**config.mk**
```make
export PLATFORM = sky130hd
export DESIGN_NAME = packet_handling_config
export DESIGN_NICKNAME = d
export VERILOG_FILES = /design/src/verilog/packet_cfg_pkg.sv /design/src/verilog/packet_handling_config.sv
export SDC_FILE = /design/constraint.sdc
export NUM_CORES = 1
export LEC_CHECK = 0
export ABC_AREA = 1
export BUFFER_PORTS_ARGS = -buffer_cell sky130_fd_sc_hd__buf_2
export CAP_MARGIN = 20
export CORE_ASPECT_RATIO = 0.5
export CORE_MARGIN = 4
export CORE_UTILIZATION = 50
export DETAILED_ROUTE_END_ITERATION = 8
export PLACE_DENSITY = 0.75
export SKIP_CTS_REPAIR_TIMING = 1
export SLEW_MARGIN = 40
export SYNTH_ARGS = -nofsm -noshare
export SYNTH_HDL_FRONTEND = slang
export SYNTH_SLANG_ARGS = --single-unit
```
**constraint.sdc**
```tcl
create_clock -name clk -period 3.44 [get_ports clk]
set_clock_uncertainty 0.15 [all_clocks]
set_input_delay 0.516 -clock clk [delete_from_list [all_inputs] [get_ports clk]]
set_output_delay 0.516 -clock clk [all_outputs]
set_load 0.01 [all_outputs]
```
**src/verilog/packet_cfg_pkg.sv**
```systemverilog
`default_nettype none
package packet_cfg_pkg;
  // ----------------------------------------
  // register offsets and reset values
  // ----------------------------------------
  localparam logic [5:0] SYNC_HI_OFS = 6'h04;
  localparam logic [5:0] SYNC_LO_OFS = 6'h05;
  localparam logic [5:0] LEN_LIMIT_OFS = 6'h06;
  localparam logic [5:0] RX_CTRL_OFS = 6'h07;
  localparam logic [5:0] FMT_CTRL_OFS = 6'h08;
  localparam logic [5:0] DEV_ADDR_OFS = 6'h09;
  localparam logic [7:0] SYNC_HI_RST = 8'hD3;
  localparam logic [7:0] SYNC_LO_RST = 8'h91;
  localparam logic [7:0] LEN_LIMIT_RST = 8'hFF;
  localparam logic [7:0] RX_CTRL_RST = 8'h04;
  localparam logic [7:0] FMT_CTRL_RST = 8'h45;
  localparam logic [7:0] DEV_ADDR_RST = 8'h00;
  // writable bits; the rest read as zero
  localparam logic [7:0] RX_CTRL_MASK = 8'hEF;
  localparam logic [7:0] FMT_CTRL_MASK = 8'h77;
  // ----------------------------------------
  // field positions
  // ----------------------------------------
  localparam int PQT_LSB = 5;
  localparam int FLUSH_BIT = 3;
  localparam int APPEND_BIT = 2;
  localparam int ADR_LSB = 0;
  localparam int WHITE_BIT = 6;
  localparam int FMT_LSB = 4;
  localparam int CRC_BIT = 2;
  localparam int LEN_LSB = 0;
  // ----------------------------------------
  // misc constants
  // ----------------------------------------
  localparam int PQ_DOWN = 8;
  localparam logic [7:0] BCAST_ZERO = 8'h00;
  localparam logic [7:0] BCAST_ONES = 8'hFF;
  localparam logic [8:0] PN9_SEED = 9'h1FF;
  typedef enum logic [1:0] {FMT_BUFFERED, FMT_SYNC_SERIAL, FMT_RANDOM,
    FMT_ASYNC_SERIAL} fmt_type;
  typedef enum logic [1:0] {ADR_NONE, ADR_NO_BCAST, ADR_BCAST_ZERO,
    ADR_BCAST_BOTH} adr_type;
  typedef enum logic [1:0] {LEN_FIXED, LEN_VARIABLE, LEN_INFINITE,
    LEN_RESERVED} len_type;
  typedef struct packed {
    logic [15:0] sync_word;
    logic [7:0] length_limit;
    logic [2:0] preamble_quality_threshold;
    logic bad_check_discard;
    logic status_byte_append;
    adr_type address_filter_select;
    logic whitening_enable;
    fmt_type data_path_format;
    logic crc_enable;
    len_type length_config;
    logic [7:0] device_address;
  } cfg_type;
endpackage : packet_cfg_pkg
`default_nettype wire

```
**src/verilog/packet_handling_config.sv**
```systemverilog
`timescale 1ns/1ps
`default_nettype none
module packet_handling_config #(
  parameter int PQ_W = 6
) (
  // clock and reset
  input wire logic clk,
  input wire logic rstn,
  // register port
  input wire logic [5:0] reg_addr,
  input wire logic reg_wr,
  input wire logic reg_rd,
  input wire logic [7:0] reg_wdata,
  output logic [7:0] reg_rdata,
  output logic cfg_out_valid,
  output packet_cfg_pkg::cfg_type cfg,
  // demodulated receive bits and packet events
  input wire logic rx_bit_valid,
  input wire logic rx_bit,
  input wire logic hdr_valid,
  input wire logic [7:0] hdr_byte,
  input wire logic addr_valid,
  input wire logic [7:0] addr_byte,
  input wire logic rx_end,
  input wire logic crc_ok,
  input wire logic [7:0] rssi,
  input wire logic [7:0] lqi,
  // receive results
  output logic sync_allowed,
  output logic sync_hit,
  output logic [7:0] pkt_len,
  output logic len_ok,
  output logic len_infinite,
  output logic addr_ok,
  output logic rx_flush,
  output logic status_valid,
  output logic [7:0] status_rssi,
  output logic [7:0] status_lqi_crc,
  // transmit byte stream
  input wire logic in_valid,
  input wire logic [7:0] in_data,
  output logic in_ready,
  output logic out_valid,
  output logic [7:0] out_data,
  input wire logic out_ready,
  // serial data pins
  input wire logic general_out_pin_zero,
  output logic general_out_pins,
  output logic serial_mode
);
  import packet_cfg_pkg::*;

  // ----------------------------------------
  // helpers
  // ----------------------------------------
  // eight steps of x^9 + x^5 + 1, used for whitening and test data
  function automatic logic [8:0] pn9_byte(input logic [8:0] s);
    logic [8:0] t;
    t = s;
    for (int i = 0; i < 8; i++) begin
      t = {t[0] ^ t[5], t[8:1]};
    end
    return t;
  endfunction : pn9_byte

  // ----------------------------------------
  // registers
  // ----------------------------------------
  logic [7:0] sync_hi_q, sync_hi_d, sync_lo_q, sync_lo_d;
  logic [7:0] len_lim_q, len_lim_d, rx_ctrl_q, rx_ctrl_d;
  logic [7:0] fmt_ctrl_q, fmt_ctrl_d, dev_addr_q, dev_addr_d;
  logic [7:0] rdata_q, rdata_d;
  cfg_type cfg_q, cfg_d;

  // decode writes; unused bits masked so they never stick
  always_comb begin
    sync_hi_d = sync_hi_q;
    sync_lo_d = sync_lo_q;
    len_lim_d = len_lim_q;
    rx_ctrl_d = rx_ctrl_q;
    fmt_ctrl_d = fmt_ctrl_q;
    dev_addr_d = dev_addr_q;
    rdata_d = rdata_q;
    if (reg_wr) begin
      case (reg_addr)
        SYNC_HI_OFS: sync_hi_d = reg_wdata;
        SYNC_LO_OFS: sync_lo_d = reg_wdata;
        LEN_LIMIT_OFS: len_lim_d = reg_wdata;
        RX_CTRL_OFS: rx_ctrl_d = reg_wdata & RX_CTRL_MASK;
        FMT_CTRL_OFS: fmt_ctrl_d = reg_wdata & FMT_CTRL_MASK;
        DEV_ADDR_OFS: dev_addr_d = reg_wdata;
        default: ;
      endcase
    end
    if (reg_rd) begin
      case (reg_addr)
        SYNC_HI_OFS: rdata_d = sync_hi_q;
        SYNC_LO_OFS: rdata_d = sync_lo_q;
        LEN_LIMIT_OFS: rdata_d = len_lim_q;
        RX_CTRL_OFS: rdata_d = rx_ctrl_q;
        FMT_CTRL_OFS: rdata_d = fmt_ctrl_q;
        DEV_ADDR_OFS: rdata_d = dev_addr_q;
        default: rdata_d = 8'h00;
      endcase
    end
    cfg_d.sync_word = {sync_hi_d, sync_lo_d};
    cfg_d.length_limit = len_lim_d;
    cfg_d.preamble_quality_threshold = rx_ctrl_d[PQT_LSB +: 3];
    cfg_d.bad_check_discard = rx_ctrl_d[FLUSH_BIT];
    cfg_d.status_byte_append = rx_ctrl_d[APPEND_BIT];
    cfg_d.address_filter_select = adr_type'(rx_ctrl_d[ADR_LSB +: 2]);
    cfg_d.whitening_enable = fmt_ctrl_d[WHITE_BIT];
    cfg_d.data_path_format = fmt_type'(fmt_ctrl_d[FMT_LSB +: 2]);
    cfg_d.crc_enable = fmt_ctrl_d[CRC_BIT];
    cfg_d.length_config = len_type'(fmt_ctrl_d[LEN_LSB +: 2]);
    cfg_d.device_address = dev_addr_d;
  end

  // decoded view stays in step with the raw bytes
  always_ff @(posedge clk) begin
    if (!rstn) begin
      sync_hi_q <= SYNC_HI_RST;
      sync_lo_q <= SYNC_LO_RST;
      len_lim_q <= LEN_LIMIT_RST;
      rx_ctrl_q <= RX_CTRL_RST;
      fmt_ctrl_q <= FMT_CTRL_RST;
      dev_addr_q <= DEV_ADDR_RST;
      rdata_q <= 8'h00;
      cfg_q <= {SYNC_HI_RST, SYNC_LO_RST, LEN_LIMIT_RST, 3'h0, 1'b0,
        1'b1, ADR_NONE, 1'b1, FMT_BUFFERED, 1'b1, LEN_VARIABLE,
        DEV_ADDR_RST};
    end else begin
      sync_hi_q <= sync_hi_d;
      sync_lo_q <= sync_lo_d;
      len_lim_q <= len_lim_d;
      rx_ctrl_q <= rx_ctrl_d;
      fmt_ctrl_q <= fmt_ctrl_d;
      dev_addr_q <= dev_addr_d;
      rdata_q <= rdata_d;
      cfg_q <= cfg_d;
    end
  end
  assign reg_rdata = rdata_q;
  assign cfg = cfg_q;
  assign cfg_out_valid = 1'b1;

  // ----------------------------------------
  // preamble quality and sync search
  // ----------------------------------------
  logic [PQ_W-1:0] pq_q, pq_d;
  logic [15:0] shift_q, shift_d;
  logic prev_q, prev_d, allow_q, allow_d, hit_q, hit_d;
  logic [PQ_W-1:0] pq_need;

  // counter saturates at both ends so noise cannot wrap it
  always_comb begin
    pq_need = PQ_W'({cfg_q.preamble_quality_threshold, 2'b00});
    pq_d = pq_q;
    shift_d = shift_q;
    prev_d = prev_q;
    hit_d = 1'b0;
    if (rx_bit_valid) begin
      prev_d = rx_bit;
      shift_d = {shift_q[14:0], rx_bit};
      if (rx_bit != prev_q) begin
        if (pq_q != {PQ_W{1'b1}}) pq_d = pq_q + 1'b1;
      end else begin
        pq_d = (pq_q > PQ_W'(PQ_DOWN)) ? pq_q - PQ_W'(PQ_DOWN) : '0;
      end
    end
    allow_d = (cfg_q.preamble_quality_threshold == 3'h0)
      || (pq_d >= pq_need);
    if (rx_bit_valid && shift_d == cfg_q.sync_word && allow_d) begin
      hit_d = 1'b1;
    end
  end

  always_ff @(posedge clk) begin
    if (!rstn) begin
      pq_q <= '0;
      shift_q <= 16'h0000;
      prev_q <= 1'b0;
      allow_q <= 1'b1;
      hit_q <= 1'b0;
    end else begin
      pq_q <= pq_d;
      shift_q <= shift_d;
      prev_q <= prev_d;
      allow_q <= allow_d;
      hit_q <= hit_d;
    end
  end
  assign sync_allowed = allow_q;
  assign sync_hit = hit_q;

  // ----------------------------------------
  // length, address, flush and status
  // ----------------------------------------
  logic [7:0] len_q, len_d, srssi_q, srssi_d, slqi_q, slqi_d;
  logic lok_q, lok_d, linf_q, linf_d, aok_q, aok_d;
  logic flush_q, flush_d, stv_q, stv_d;
  logic own, bz, bo;

  always_comb begin
    len_d = len_q;
    lok_d = lok_q;
    linf_d = linf_q;
    aok_d = aok_q;
    if (hdr_valid) begin
      case (cfg_q.length_config)
        LEN_FIXED: begin
          len_d = cfg_q.length_limit;
          lok_d = 1'b1;
          linf_d = 1'b0;
        end
        LEN_VARIABLE: begin
          len_d = hdr_byte;
          lok_d = hdr_byte <= cfg_q.length_limit;
          linf_d = 1'b0;
        end
        LEN_INFINITE: begin
          lok_d = 1'b1;
          linf_d = 1'b1;
        end
        default: begin // reserved setting never passes
          lok_d = 1'b0;
          linf_d = 1'b0;
        end
      endcase
    end
    own = addr_byte == cfg_q.device_address;
    bz = addr_byte == BCAST_ZERO;
    bo = addr_byte == BCAST_ONES;
    if (addr_valid) begin
      case (cfg_q.address_filter_select)
        ADR_NONE: aok_d = 1'b1;
        ADR_NO_BCAST: aok_d = own;
        ADR_BCAST_ZERO: aok_d = own || bz;
        default: aok_d = own || bz || bo;
      endcase
    end
    // a failed check is only known while checking is on
    flush_d = rx_end && cfg_q.bad_check_discard && cfg_q.crc_enable
      && !crc_ok;
    stv_d = rx_end && cfg_q.status_byte_append;
    srssi_d = rx_end ? rssi : srssi_q;
    slqi_d = rx_end ? {crc_ok && cfg_q.crc_enable, lqi[6:0]} : slqi_q;
  end

  always_ff @(posedge clk) begin
    if (!rstn) begin
      len_q <= LEN_LIMIT_RST;
      lok_q <= 1'b0;
      linf_q <= 1'b0;
      aok_q <= 1'b0;
      flush_q <= 1'b0;
      stv_q <= 1'b0;
      srssi_q <= 8'h00;
      slqi_q <= 8'h00;
    end else begin
      len_q <= len_d;
      lok_q <= lok_d;
      linf_q <= linf_d;
      aok_q <= aok_d;
      flush_q <= flush_d;
      stv_q <= stv_d;
      srssi_q <= srssi_d;
      slqi_q <= slqi_d;
    end
  end
  assign pkt_len = len_q;
  assign len_ok = lok_q;
  assign len_infinite = linf_q;
  assign addr_ok = aok_q;
  assign rx_flush = flush_q;
  assign status_valid = stv_q;
  assign status_rssi = srssi_q;
  assign status_lqi_crc = slqi_q;

  // ----------------------------------------
  // transmit buffer and serial pins
  // ----------------------------------------
  logic [7:0] mem_q [2], mem_d [2];
  logic [1:0] cnt_q, cnt_d;
  logic wp_q, wp_d, rp_q, rp_d, ir_q, ir_d, ov_q, ov_d;
  logic [7:0] od_q, od_d, byte_in;
  logic [8:0] wht_q, wht_d, rnd_q, rnd_d;
  logic [2:0] pin_q, pin_d;
  logic lvl_q, lvl_d, ser_q, ser_d;
  logic push, pop;

  // transform on entry so a stalled word is never re-whitened
  always_comb begin
    push = in_valid && ir_q;
    pop = ov_q && out_ready;
    mem_d = mem_q;
    wht_d = wht_q;
    rnd_d = rnd_q;
    byte_in = in_data;
    if (cfg_q.data_path_format == FMT_RANDOM) byte_in = rnd_q[7:0];
    if (cfg_q.whitening_enable) byte_in = byte_in ^ wht_q[7:0];
    if (push) begin
      mem_d[wp_q] = byte_in;
      wht_d = pn9_byte(wht_q);
      rnd_d = pn9_byte(rnd_q);
    end
    wp_d = wp_q ^ push;
    rp_d = rp_q ^ pop;
    cnt_d = cnt_q + {1'b0, push} - {1'b0, pop};
    ir_d = cnt_d != 2'd2;
    ov_d = cnt_d != 2'd0;
    od_d = mem_d[rp_d];
    // pin filter: a change counts once stages two and three agree
    pin_d = {pin_q[1:0], general_out_pin_zero};
    lvl_d = (pin_q[1] == pin_q[2]) ? pin_q[2] : lvl_q;
    ser_d = cfg_q.data_path_format == FMT_SYNC_SERIAL
      || cfg_q.data_path_format == FMT_ASYNC_SERIAL;
  end

  always_ff @(posedge clk) begin
    if (!rstn) begin
      mem_q <= '{8'h00, 8'h00};
      cnt_q <= 2'd0;
      wp_q <= 1'b0;
      rp_q <= 1'b0;
      ir_q <= 1'b1;
      ov_q <= 1'b0;
      od_q <= 8'h00;
      wht_q <= PN9_SEED;
      rnd_q <= PN9_SEED;
      pin_q <= 3'h0;
      lvl_q <= 1'b0;
      ser_q <= 1'b0;
    end else begin
      mem_q <= mem_d;
      cnt_q <= cnt_d;
      wp_q <= wp_d;
      rp_q <= rp_d;
      ir_q <= ir_d;
      ov_q <= ov_d;
      od_q <= od_d;
      wht_q <= wht_d;
      rnd_q <= rnd_d;
      pin_q <= pin_d;
      lvl_q <= lvl_d;
      ser_q <= ser_d;
    end
  end
  assign in_ready = ir_q;
  assign out_valid = ov_q;
  assign out_data = od_q;
  assign serial_mode = ser_q;
  assign general_out_pins = lvl_q;
endmodule : packet_handling_config
`default_nettype wire

```
* After elaboration in Yosys (flattened, before gate mapping)
Cells that the tools add are included.
Storage, ports and cells: bits of input ports 67, bits in writable memories 0, memories 0, latch bits 0, logic and storage cells 150, flip-flop bits (word level) 189, output and inout port bits 97, bits in read-only memories 0
Operators by class: eq/ne operators 20, multipliers 0, divide/modulo/power cells 0, $add $sub $neg 4, reduce and logical (&&, ||, !) cells 25, multiplexer cells 32, bitwise operators 21, $lt $le $gt $ge 6, shift operators 0
Operators by type and width (number):
- $mux 8 | 16
- $pmux 8 s6 | 1
- $mux 16 | 2
- $eq 6x3->1 const B | 4
- $mux 6 | 4
- $xor 1x1->1 | 18
- $bwmux 16 | 1
- $eq 16x16->1 | 1
- $pmux 8 s2 | 1
- $mux 7 | 2
- $eq 6x4->1 const B | 2
- $logic_and 1x1->1 | 10
- $demux 8 s1 | 1
- $eq 2x2->1 const B | 4
- $eq 8x8->1 | 1
- $eq 8x8->1 const B | 1
- $le 8x8->1 | 1
- $logic_not 8->1 | 1
- $xor 8x8->8 | 1
- $add 6x1->6 const B | 1
- $eq 2x1->1 const B | 3
- $ge 6x5->1 | 1
- $gt 6x4->1 const B | 1
- $ne 6x6->1 const B | 1
- other kinds (19) | 29

* Logic depth before layout (Yosys ltp)
Gate-level depths: netlist of run 1.
word-level depth 10, gate-level depth with buffers 15, depth with buffers taken out 15

* Least setup slack after synthesis of run 1
OpenSTA, ideal clock, no wires.
kind input to register, from input in_valid, to register ir_q, in the netlist in_ready, required time 3.167 ns, arrival 1.854 ns, path buffers 1, setup time 0.123 ns, cell stages on the path 8, path slack 1.312 ns, cell sequence nand2_1 > clkbuf_1 > ha_1 > inv_1 > ha_1 > xnor2_1 > nand2_1 > or2_2
Between the ends: cells in the longest elaborated chain, start to end 4
Ends and longest elaborated chain:
- start, declared | line packet_handling_config.sv:40 | input wire logic in_valid,
- $logic_and 1x1->1 | line packet_handling_config.sv:294 | push = in_valid && ir_q;
- $add 2x1->2 | line packet_handling_config.sv:309 | cnt_d = cnt_q + {1'b0, push} - {1'b0, pop};
- $sub 2x1->2 | line packet_handling_config.sv:309
- $ne 2x2->1 | line packet_handling_config.sv:310 | ir_d = cnt_d != 2'd2;
- end signal, assigned | line packet_handling_config.sv:339 | ir_q <= ir_d;
- end, declared | line packet_handling_config.sv:285 | logic wp_q, wp_d, rp_q, rp_d, ir_q, ir_d, ov_q, ov_d;
No other way between the ends. A chain may end at the register's enable or synchronous reset.

* Worst setup path after layout of run 1
from register pq_q[0], to register hit_q, in the netlist sync_hit
Between the ends: cells in the longest elaborated chain, start to end 8, elaborated cells between the ends (all ways) 12, those cells by class 2 x add/sub; 2 x order compare; 1 x eq/ne; 5 x mux; 2 x reduce/logical
Ends and longest elaborated chain:
- start, declared | line packet_handling_config.sv:150 | logic [PQ_W-1:0] pq_q, pq_d;
- start signal, assigned | line packet_handling_config.sv:186 | pq_q <= pq_d;
- $sub 6x4->6 (tied with other cells) | line packet_handling_config.sv:168 | pq_d = (pq_q > PQ_W'(PQ_DOWN)) ? pq_q - PQ_W'(PQ_DOWN) : '0;
- $mux 6 (on tied branches) | line packet_handling_config.sv:168, packet_handling_config.sv:166
- $mux 6 * | line packet_handling_config.sv:165 | if (rx_bit != prev_q) begin
- $mux 6 * | line packet_handling_config.sv:162 | if (rx_bit_valid) begin
- via pq_d[3] | line packet_handling_config.sv:150
- $ge 6x5->1 * | line packet_handling_config.sv:172 | || (pq_d >= pq_need);
- $logic_or 1x1->1 * | line packet_handling_config.sv:172
- $logic_and 1x1->1 * | line packet_handling_config.sv:173 | if (rx_bit_valid && shift_d == cfg_q.sync_word && allow_d) begin
- $mux 1 * | line packet_handling_config.sv:173
- end signal, assigned | line packet_handling_config.sv:190 | hit_q <= hit_d;
- end, declared | line packet_handling_config.sv:152 | logic prev_q, prev_d, allow_q, allow_d, hit_q, hit_d;
Mark *: on every way through the listed nets, which the timed path passes. The rest lies on a longest branch.

==> results of run 1 <==
[Yosys cell counts (all sizes together)]
library cell,n,area (sq um)
a211oi,2,15.0
a21boi,1,7.51
a21oi,82,410
a22oi,4,30.0
buf,16,90.1
clkbuf,22,82.6
conb,1,3.75
dfxtp,160,3200
ha,17,213
inv,98,368
mux2i,2,20.0
nand2,215,810
nand3,31,155
nand4,6,37.5
nor2,130,518
nor3,6,30.0
nor4,2,12.5
o211ai,12,90.1
o21a,2,15.0
o21ai,122,614
o21bai,2,15.0
o22ai,10,62.6
o41ai,1,8.76
or2,5,31.3
xnor2,24,210
xor2,11,96.3
[metal layers]
metal	vias to the layer above	global-route usage, %	wire (microns)
li1	3490	-	-
met4	0	7.08	345
met3	33	5.42	1430
met5	-	0	0
met2	252	38.9	8910
met1	3191	31.5	8680
[layout make-up]
class	count	area share (%)
clock inverters	14	1.69
flip-flops and latches	160	37.0
clock buffers	18	4.96
repair buffers	167	9.97
multi-input cells	688	39.3
well taps	192	2.78
inverters	98	4.25
[per-stage QoR]
stage / total power (uW) / area (sq um) / util [%] / worst slack (ns)
after floorplan: 2830 / 7150 / - / 1.31
after global placement: 3070 / 8080 / 58.7 / 1.08
after detailed placement: 3100 / 8080 / 58.7 / 1.03
after CTS: 4940 / 8660 / 62.8 / 1.07
after global routing: 5180 / 8660 / 62.8 / 0.814
final: 4920 / 8660 / 62.8 / 1.06
[sequential cells by signal, indices dropped and copies added, names as in the netlist, 6 cells and up]
name	flops
cfg	17
mem_q	16
shift_q	16
rnd_q	9
wht_q	9
out_data	8
pkt_len	8
reg_rdata	8
status_lqi_crc	8
status_rssi	8
sync_hi_q	8
rx_ctrl_q	7
sync_lo_q	7
fmt_ctrl_q	6
pq_q	6
[how the worst max path moves through the flow]
stage	from	endpoint	slack (ns)	cells after the start
after global routing	pq_q[0]$_SDFF_PN0_	sync_hit$_SDFF_PN0_	0.81	15
after detailed placement	rx_bit	sync_hit$_SDFF_PN0_	1.03	14
after CTS	pq_q[0]$_SDFF_PN0_	sync_hit$_SDFF_PN0_	1.07	15
after global placement	rx_bit	sync_hit$_SDFF_PN0_	1.08	14
final	pq_q[0]$_SDFF_PN0_	sync_hit$_SDFF_PN0_	1.06	15
after floorplan	in_valid	in_ready$_SDFF_PN1_	1.31	8
[power by group through the flow]
stage	logic (uW)	registers [uW]	clock network, uW
2_1_floorplan	602	2220	0
3_3_place_gp	864	2210	0
3_5_place_dp	891	2210	0
4_1_cts	899	2170	1870
5_1_grt	1030	2190	1960
6_report	896	2170	1850
[cell families (layout without fill, tap and decap cells)]
logic type | after synthesis | in the layout
mux | 2 | 2
simple gates | 395 | 395
xor+xnor | 35 | 35
buf+inv | 136 | 297
fa+ha+maj | 17 | 17
flops | 160 | 160
other cells | 1 | 1
compound gates | 238 | 238
==> results_dict.tcl, run 1 <==
set metrics [dict create \
    dp_hpwl_microns 14300 \
    clockRootBuffer "clkbuf_16" \
    drc_errors 0 \
    die_h_microns 92.6 \
    avgSynthCellArea_sq_um 7.27 \
    reg2reg_slack_ns 1.06 \
    cp_cell_sequence "ha_1 > inv_1 > nor2_1 > nand2_1 > nand2_1 > o21ai_0 > mux2i_1 > inv_1 > ha_1 > nand2_1 > inv_1 > nand3_1 > nand2_1 > nand2_1 > a21oi_1" \
    synth_compound_area_share_pct 17.7 \
    power.internal_uw 3440 \
    r2r_end "sync_hit$_SDFF_PN0_" \
    first_global_vias 6555 \
    viasPerCell 5.21 \
    min_period_over_period_pct 69.1 \
    setup_tns_ns 0 \
    synth_nets 1068 \
    synthAdderAreaFrac_pct 2.98 \
    ys_warn_count 0 \
    syn_to_final_growth_pct 21.1 \
    power_frac_seq_pct 44.2 \
    coreArea_sq_mm 0.0138 \
    wl_per_cell_microns 14.5 \
    seqCellArea_sq_mm 0.00320 \
    io_pins 164 \
    synth-seq-cells 160 \
    cp_max_fo 5 \
    fillCellCount 1269 \
    maxSlewHeadroom_pct 57.5 \
    hold_viol 0 \
    h-tree-depth 4 \
    start_util_pct 51.9 \
    worstRegToRegCells 15 \
    path_buf_inv 3 \
    gr-usage-all-layers_pct 23.7 \
    overflow 0 \
    numCtsBuffers 17 \
    peakVddDrop_mv 0.290 \
    sw_frac_of_total_pct 30.0 \
    comb_power_share_pct 18.2 \
    setup_violations 0 \
    end_kind "flip-flop" \
    slowest_stage "dfxtp_1" \
    clk_pin_slew_ns 0.07 \
    drv_cap 0 \
    dp.cells 1305 \
    power_density_mw_per_mm2 568 \
    multi_input_area_sq_mm 0.00341 \
    whs_path_depth 2 \
    critPathArrivalTime_ns 2.56 \
    worst_slew_pin_slew_ns 0.636 \
    muxShareOfSynthArea_pct 0.280 \
    clkPwrFrac_pct 37.6 \
    num_vias 6966 \
    port_buffers 161 \
    outcome "finished clean" \
    crit_required_ns 3.62 \
    dr.pass1.iters 5 \
    diodes 0 \
    synth_xor_area_share_pct 4.29 \
    clock-sinks 160 \
    fmax_mhz 421 \
    synth.distinct_cells 34 \
    fp.dieW_microns 177 \
    ant_nets 0 \
    syn_area_sq_mm 0.00715 \
    gp_congestion 0.928 \
    leakage_uw 0.00415 \
    hold-path-endpoint "rx_flush$_SDFF_PN0_" \
    hp-class "input pin to flip-flop" \
    final.min_clock_period_ns 2.38 \
    synthCells 984 \
    wl_microns 19400 \
    clkLatencyLatePin_ns 0.42 \
    critical_path.top_delay_family "simple AND/OR/NAND/NOR gates" \
    cts_tree "yes" \
    grt_pass1_wl_microns 31800 \
    cp-start-kind "flip-flop" \
    hold_ws_ns 0.119 \
    crit_type "flip-flop to flip-flop" \
    maxSlewViolCount 0 \
    antenna_found_initial 0 \
    final_nets 1216 \
    drive_above_1_share_pct 19.0 \
    synth_top_family_by_area "simple AND/OR/NAND/NOR gates" \
    worst_path_most_repeated_cell "nand2_1" \
    rsz0062_at_grt "false" \
    drt_iter0_drc 458 \
    clockBufferDepth 2 \
    fin_cells 1337 \
    r2r-start "pq_q[0]$_SDFF_PN0_" \
    slowest_delay_ns 0.38 \
    min_from "crc_ok" \
    yosys.area_share.simple_pct 22.3 \
    die-area_sq_mm 0.0164 \
    switching_power_uw 1470 \
    final_common_cell "nand2_1" \
    ys_seq_area_share_pct 44.8 \
    layout_common_cells "nand2_1, buf_2, dfxtp_1" \
    grt_max_degree 66 \
    num_rows 30 \
]
Note: power is estimated with default switching activity, not from simulation.
==> run 2: changes to the inputs <==
Settings changed: ABC_AREA 1 to 0.
Clock period 3.44 ns to 2.4 ns, I/O delays scaled along.
==> results_dict.tcl, run 2 <==
set metrics [dict create \
    hold-path-endpoint "pin_q[0]$_SDFF_PN0_" \
    final_common_cell "buf_2" \
    crit_type "flip-flop to flip-flop" \
    layout_setup_ws_ns -0.403 \
    synth_top_cell_by_area "dfxtp_1" \
    leakage_uw 0.00442 \
    synth_top_area_share_pct 44.4 \
    grt_max_degree 54 \
    wl_microns 20100 \
    rsz0062_at_grt "true" \
    synth-seq-cells 160 \
    die-area_sq_mm 0.0165 \
    maxSlewHeadroom_pct 55.1 \
    seqCellArea_sq_mm 0.00321 \
    viasPerCell 5.40 \
    final_area_sq_mm 0.00910 \
    cp-start-kind "flip-flop" \
    synth-edff-count 0 \
    drc_errors 0 \
    synth_nets 850 \
    worstRegToRegCells 11 \
    gp_congestion 0.884 \
    synth.distinct_cells 54 \
    die_h_microns 93.0 \
    peakVddDrop_mv 0.462 \
    clockRootBuffer "clkbuf_16" \
    min_from "general_out_pin_zero" \
    hp-class "input pin to flip-flop" \
    gr-usage-all-layers_pct 24.0 \
    ant_nets 0 \
    fp.dieW_microns 178 \
    drive_above_1_share_pct 27.4 \
    setup_violations 2 \
    yosys-top-cells-count "dfxtp_1, mux2i_1, nor2_1" \
    end_kind "flip-flop" \
    numCtsBuffers 17 \
    maxSlewViolCount 0 \
    clkLatencyLatePin_ns 0.42 \
    outcome "complete, but fails checks" \
    fmax_mhz 357 \
    overflow 0 \
    layout_common_cells "buf_2, dfxtp_1, mux2i_1" \
    r2r_end "sync_hit$_SDFF_PN0_" \
    drt_iter0_drc 397 \
    start_util_pct 52.1 \
    yosys-top-cells-area "dfxtp_1, mux2i_1, nor2_1" \
    synth.most_common_cell "dfxtp_1" \
    num_rows 30 \
    clockBufferDepth 2 \
    clock-sinks 160 \
    io_pins 164 \
    antenna_found_initial 0 \
    worst_slew_pin_slew_ns 0.672 \
    async_flop_share_pct 0 \
    final_nets 1033 \
    wl_per_cell_microns 17.4 \
    final.min_clock_period_ns 2.80 \
    clk_pin_slew_ns 0.07 \
    critPathArrivalTime_ns 2.97 \
    hold_viol 1 \
    synthCells 766 \
    grt_pass1_wl_microns 31900 \
    whs_path_depth 2 \
    dpl_cell_area_sq_mm 0.00845 \
    largest_register_ffs 17 \
    syn_area_sq_mm 0.00722 \
    fillCellCount 1163 \
    avgSynthCellArea_sq_um 9.43 \
    port_buffers 161 \
    violations "hold timing, setup timing" \
    syn_to_final_growth_pct 26.1 \
    cts_tree "yes" \
    ys_warn_count 0 \
    first_global_vias 6209 \
    dr.pass1.iters 5 \
    dp_hpwl_microns 14400 \
    hold_ws_ns -0.00291 \
    cp_max_fo 3 \
    reg2reg_slack_ns -0.40 \
    r2r-start "pq_q[1]$_SDFF_PN0_" \
    power_density_mw_per_mm2 772 \
    h-tree-depth 4 \
    crit_required_ns 2.57 \
    drv_cap 0 \
    coreArea_sq_mm 0.0139 \
    synth_ff_type "dfxtp_1" \
    min_period_over_period_pct 117 \
    ys_seq_area_share_pct 44.4 \
    num_vias 6240 \
    multi_input_area_sq_mm 0.00380 \
]
-- run 2: metal layers --
metal / vias to the layer above / global-route usage (%) / routed length (microns)
met1: 2982 / 29.5 / 8860
met2: 166 / 42.3 / 9990
met5: - / 0 / 0
met3: 45 / 4.20 / 790
li1: 3047 / - / -
met4: 0 / 8.75 / 456
-- run 2: where the power goes --
part | leakage (uW) | switching (uW) | internal, uW
Sequential | 0.00131 | 180 | 2900
Combinational | 0.00282 | 663 | 559
Clock | 0.000295 | 1150 | 1570
-- run 2: how the worst max path moves through the flow --
stage,start,end,slack [ns],cells after the start
2_1_floorplan,pq_q[0]$_SDFF_PN0_,sync_hit$_SDFF_PN0_,-0.25,11
3_3_place_gp,pq_q[1]$_SDFF_PN0_,sync_hit$_SDFF_PN0_,-0.37,11
3_5_place_dp,pq_q[1]$_SDFF_PN0_,sync_hit$_SDFF_PN0_,-0.38,11
4_1_cts,pq_q[1]$_SDFF_PN0_,sync_hit$_SDFF_PN0_,-0.44,11
5_1_grt,pq_q[1]$_SDFF_PN0_,sync_hit$_SDFF_PN0_,-0.56,11
6_report,pq_q[1]$_SDFF_PN0_,sync_hit$_SDFF_PN0_,-0.40,11
-- run 2: critical path, stage by stage, from the launching register on --
cell	delay, ns
dfxtp_4	0.36
inv_4	0.06
ha_4	0.13
nand2b_4	0.06
a211oi_4	0.23
nor3_1	0.08
o32a_1	0.37
ha_1	0.30
and3_1	0.16
o31ai_1	0.07
or4_4	0.44
a2111oi_4	0.29
-- run 2: kinds of logic after synthesis --
family          after synthesis  synth area share (%)
flops                       160                  44.4
fa+ha+maj                    17                  2.95
compound gates              106                  10.3
xor+xnor                     53                  6.53
simple gates                243                  15.6
buf+inv                      67                  3.66
other cells                   1                0.0519
mux                         119                  16.6
-- run 2: through the flow --
step | utilization [%] | total power [uW] | setup slack [ns] | std cells | TNS (ns)
after floorplan | - | 3940 | -0.253 | 766 | -0.318
after global placement | 61.0 | 4290 | -0.374 | 1118 | -0.614
after detailed placement | 61.0 | 4340 | -0.380 | 1118 | -0.633
after CTS | 65.3 | 7050 | -0.444 | 1150 | -0.702
after global routing | 65.7 | 7340 | -0.558 | 1154 | -0.928
final | 65.7 | 7030 | -0.403 | 1155 | -0.648
-- run 2: final cells by class --
type,instances,share of cell area [%]
Multi-Input combinational cell,539,41.8
Sequential cell,160,35.2
Timing Repair Buffer,208,12.8
Clock buffer,21,5.28
Tap cell,192,2.64
Clock inverter,11,1.29
Inverter,23,0.976
Antenna cell,1,0.0275
==> run 3: changes to the inputs <==
--- a/config.mk
+++ b/config.mk
@@ -11,7 +11,7 @@
 export CORE_ASPECT_RATIO = 0.5
 export CORE_MARGIN = 4
-export CORE_UTILIZATION = 50
+export CORE_UTILIZATION = 54
 export DETAILED_ROUTE_END_ITERATION = 8
-export PLACE_DENSITY = 0.75
+export PLACE_DENSITY = 0.8
 export SKIP_CTS_REPAIR_TIMING = 1
 export SLEW_MARGIN = 40
==> constraint.sdc (replaced) <==
create_clock -name clk -period 2.4 [get_ports clk]
set_clock_uncertainty 0.15 [all_clocks]
set_input_delay 0.24 -clock clk [delete_from_list [all_inputs] [get_ports clk]]
set_output_delay 0.24 -clock clk [all_outputs]
set_load 0.01 [all_outputs]
==> results_dict.tcl, run 3 (synthesis gave the netlist of run 2 again) <==
set metrics [dict create \
    worst_slew_pin_slew_ns 0.766 \
    slowest_stage "or4_4" \
    antenna_found_initial 0 \
    numCtsBuffers 17 \
    outcome "complete, but fails checks" \
    final_common_cell "buf_2" \
    gp_congestion 0.881 \
    maxSlewViolCount 0 \
    pre_cts_ws_ns -0.401 \
    h-tree-depth 4 \
    drt_iter0_drc 440 \
    diodes 0 \
    cp-start-kind "flip-flop" \
    critPathArrivalTime_ns 3.02 \
    clockRootBuffer "clkbuf_16" \
    maxSlewHeadroom_pct 48.9 \
    clkLatencyLatePin_ns 0.43 \
    final.min_clock_period_ns 2.84 \
    hp-class "input pin to flip-flop" \
    die_h_microns 89.8 \
    num_rows 29 \
    layout_common_cells "buf_2, dfxtp_1, mux2i_1" \
    wl_per_cell_microns 17.6 \
    leakage_uw 0.00449 \
    gr-usage-all-layers_pct 25.6 \
    cts_tree "yes" \
    peakVddDrop_mv 0.570 \
    largest_register_ffs 17 \
    clock-sinks 160 \
    viasPerCell 5.57 \
    crit_type "flip-flop to flip-flop" \
    syn_to_final_growth_pct 28.7 \
    num_vias 6377 \
    crit_required_ns 2.57 \
    grt_pass1_wl_microns 32000 \
    fillCellCount 962 \
    die-area_sq_mm 0.0154 \
    dp_hpwl_microns 14400 \
    ant_nets 0 \
    dr.pass1.iters 5 \
    path_buf_inv 1 \
    critical_path.top_delay_family "compound AO/OA/AOI/OAI gates" \
    clockBufferDepth 2 \
    power_density_mw_per_mm2 761 \
    drive_above_1_share_pct 27.2 \
    cp_cell_sequence "inv_4 > ha_4 > nand2b_4 > a211oi_4 > nor3_1 > o32a_1 > ha_4 > and3_1 > o31ai_1 > or4_4 > a2111oi_4" \
    worst_path_most_repeated_cell "ha_4" \
    layout_setup_ws_ns -0.444 \
    min_period_over_period_pct 119 \
    violations "setup timing" \
    final_util_pct 72.2 \
    rsz0062_at_grt "true" \
    io_pins 164 \
    drc_errors 0 \
    slowest_delay_ns 0.45 \
    coreArea_sq_mm 0.0129 \
    first_global_vias 6359 \
    grt_max_degree 46 \
    setup_violations 2 \
    final_nets 1047 \
    start_util_pct 56.1 \
    fp.dieW_microns 172 \
    hold_viol 0 \
    port_buffers 161 \
    end_kind "flip-flop" \
    drv_cap 0 \
    wl_microns 20100 \
    fmax_mhz 352 \
    overflow 0 \
    cp_max_fo 3 \
    clk_pin_slew_ns 0.07 \
]
-- run 3: cell count changes in the layout (fill, tap and decap cells not counted), moves of 2 or more --
cell           change
buf_4              -5
clkbuf_8           -4
dlygate4sd3_1     +18
ha_1               -2
ha_4               +2
nand3_1            -2
nand3_2            +2
-- run 3: final timing paths --
kind	start	to	slack (ns)	cells past startpoint
worst max-delay path	pq_q[1]$_SDFF_PN0_	sync_hit$_SDFF_PN0_	-0.44	11
worst min-delay path	reg_wdata[2]	cfg[23]$_SDFFE_PN1P_	0.008	3
worst max register to register	pq_q[1]$_SDFF_PN0_	sync_hit$_SDFF_PN0_	-0.44	11
worst min register to register	pin_q[0]$_SDFF_PN0_	pin_q[1]$_SDFF_PN0_	0.29	1
-- run 3: worst register-to-register path, cell delays in order (launching register included) --
cell       delay, ns
dfxtp_4         0.36
inv_4           0.07
ha_4            0.14
nand2b_4        0.07
a211oi_4        0.24
nor3_1          0.09
o32a_1          0.39
ha_4            0.29
and3_1          0.14
o31ai_1         0.07
or4_4           0.45
a2111oi_4       0.29
-- run 3: power by group --
group | switching, uW | internal [uW]
combinational | 680 | 584
clock | 1170 | 1550
sequential | 184 | 2900
-- run 3: area by class of cell --
class	count	area (sq um)	area share, %
Sequential cell	160	3210	34.5
Timing Repair Buffer	222	1330	14.3
Tap cell	170	213	2.29
Clock buffer	18	429	4.62
Inverter	23	91.3	0.983
Multi-Input combinational cell	539	3870	41.7
Clock inverter	12	151	1.63
-- run 3: per-stage QoR --
stage / total power (uW) / cell area [sq um] / std cells / TNS (ns) / hold WS, ns
final: 7080 / 9300 / 1144 / -0.648 / 0.00847
after global routing: 7390 / 9300 / 1144 / -0.865 / 0.0159
after CTS: 7040 / 9000 / 1124 / -0.757 / -0.166
after detailed placement: 4340 / 8420 / 1094 / -0.687 / 0.273
after global placement: 4290 / 8420 / 1094 / -0.577 / 0.267
after floorplan: 3940 / 7260 / 766 / -0.318 / 0.162
-- run 3: routing by layer --
layer / GRT usage [%] / up-vias / wire length (microns)
li1: - / 3069 / -
met5: 0 / - / 0
met4: 9.95 / 0 / 559
met2: 44.8 / 173 / 10200
met3: 4.82 / 45 / 830
met1: 31.0 / 3090 / 8450
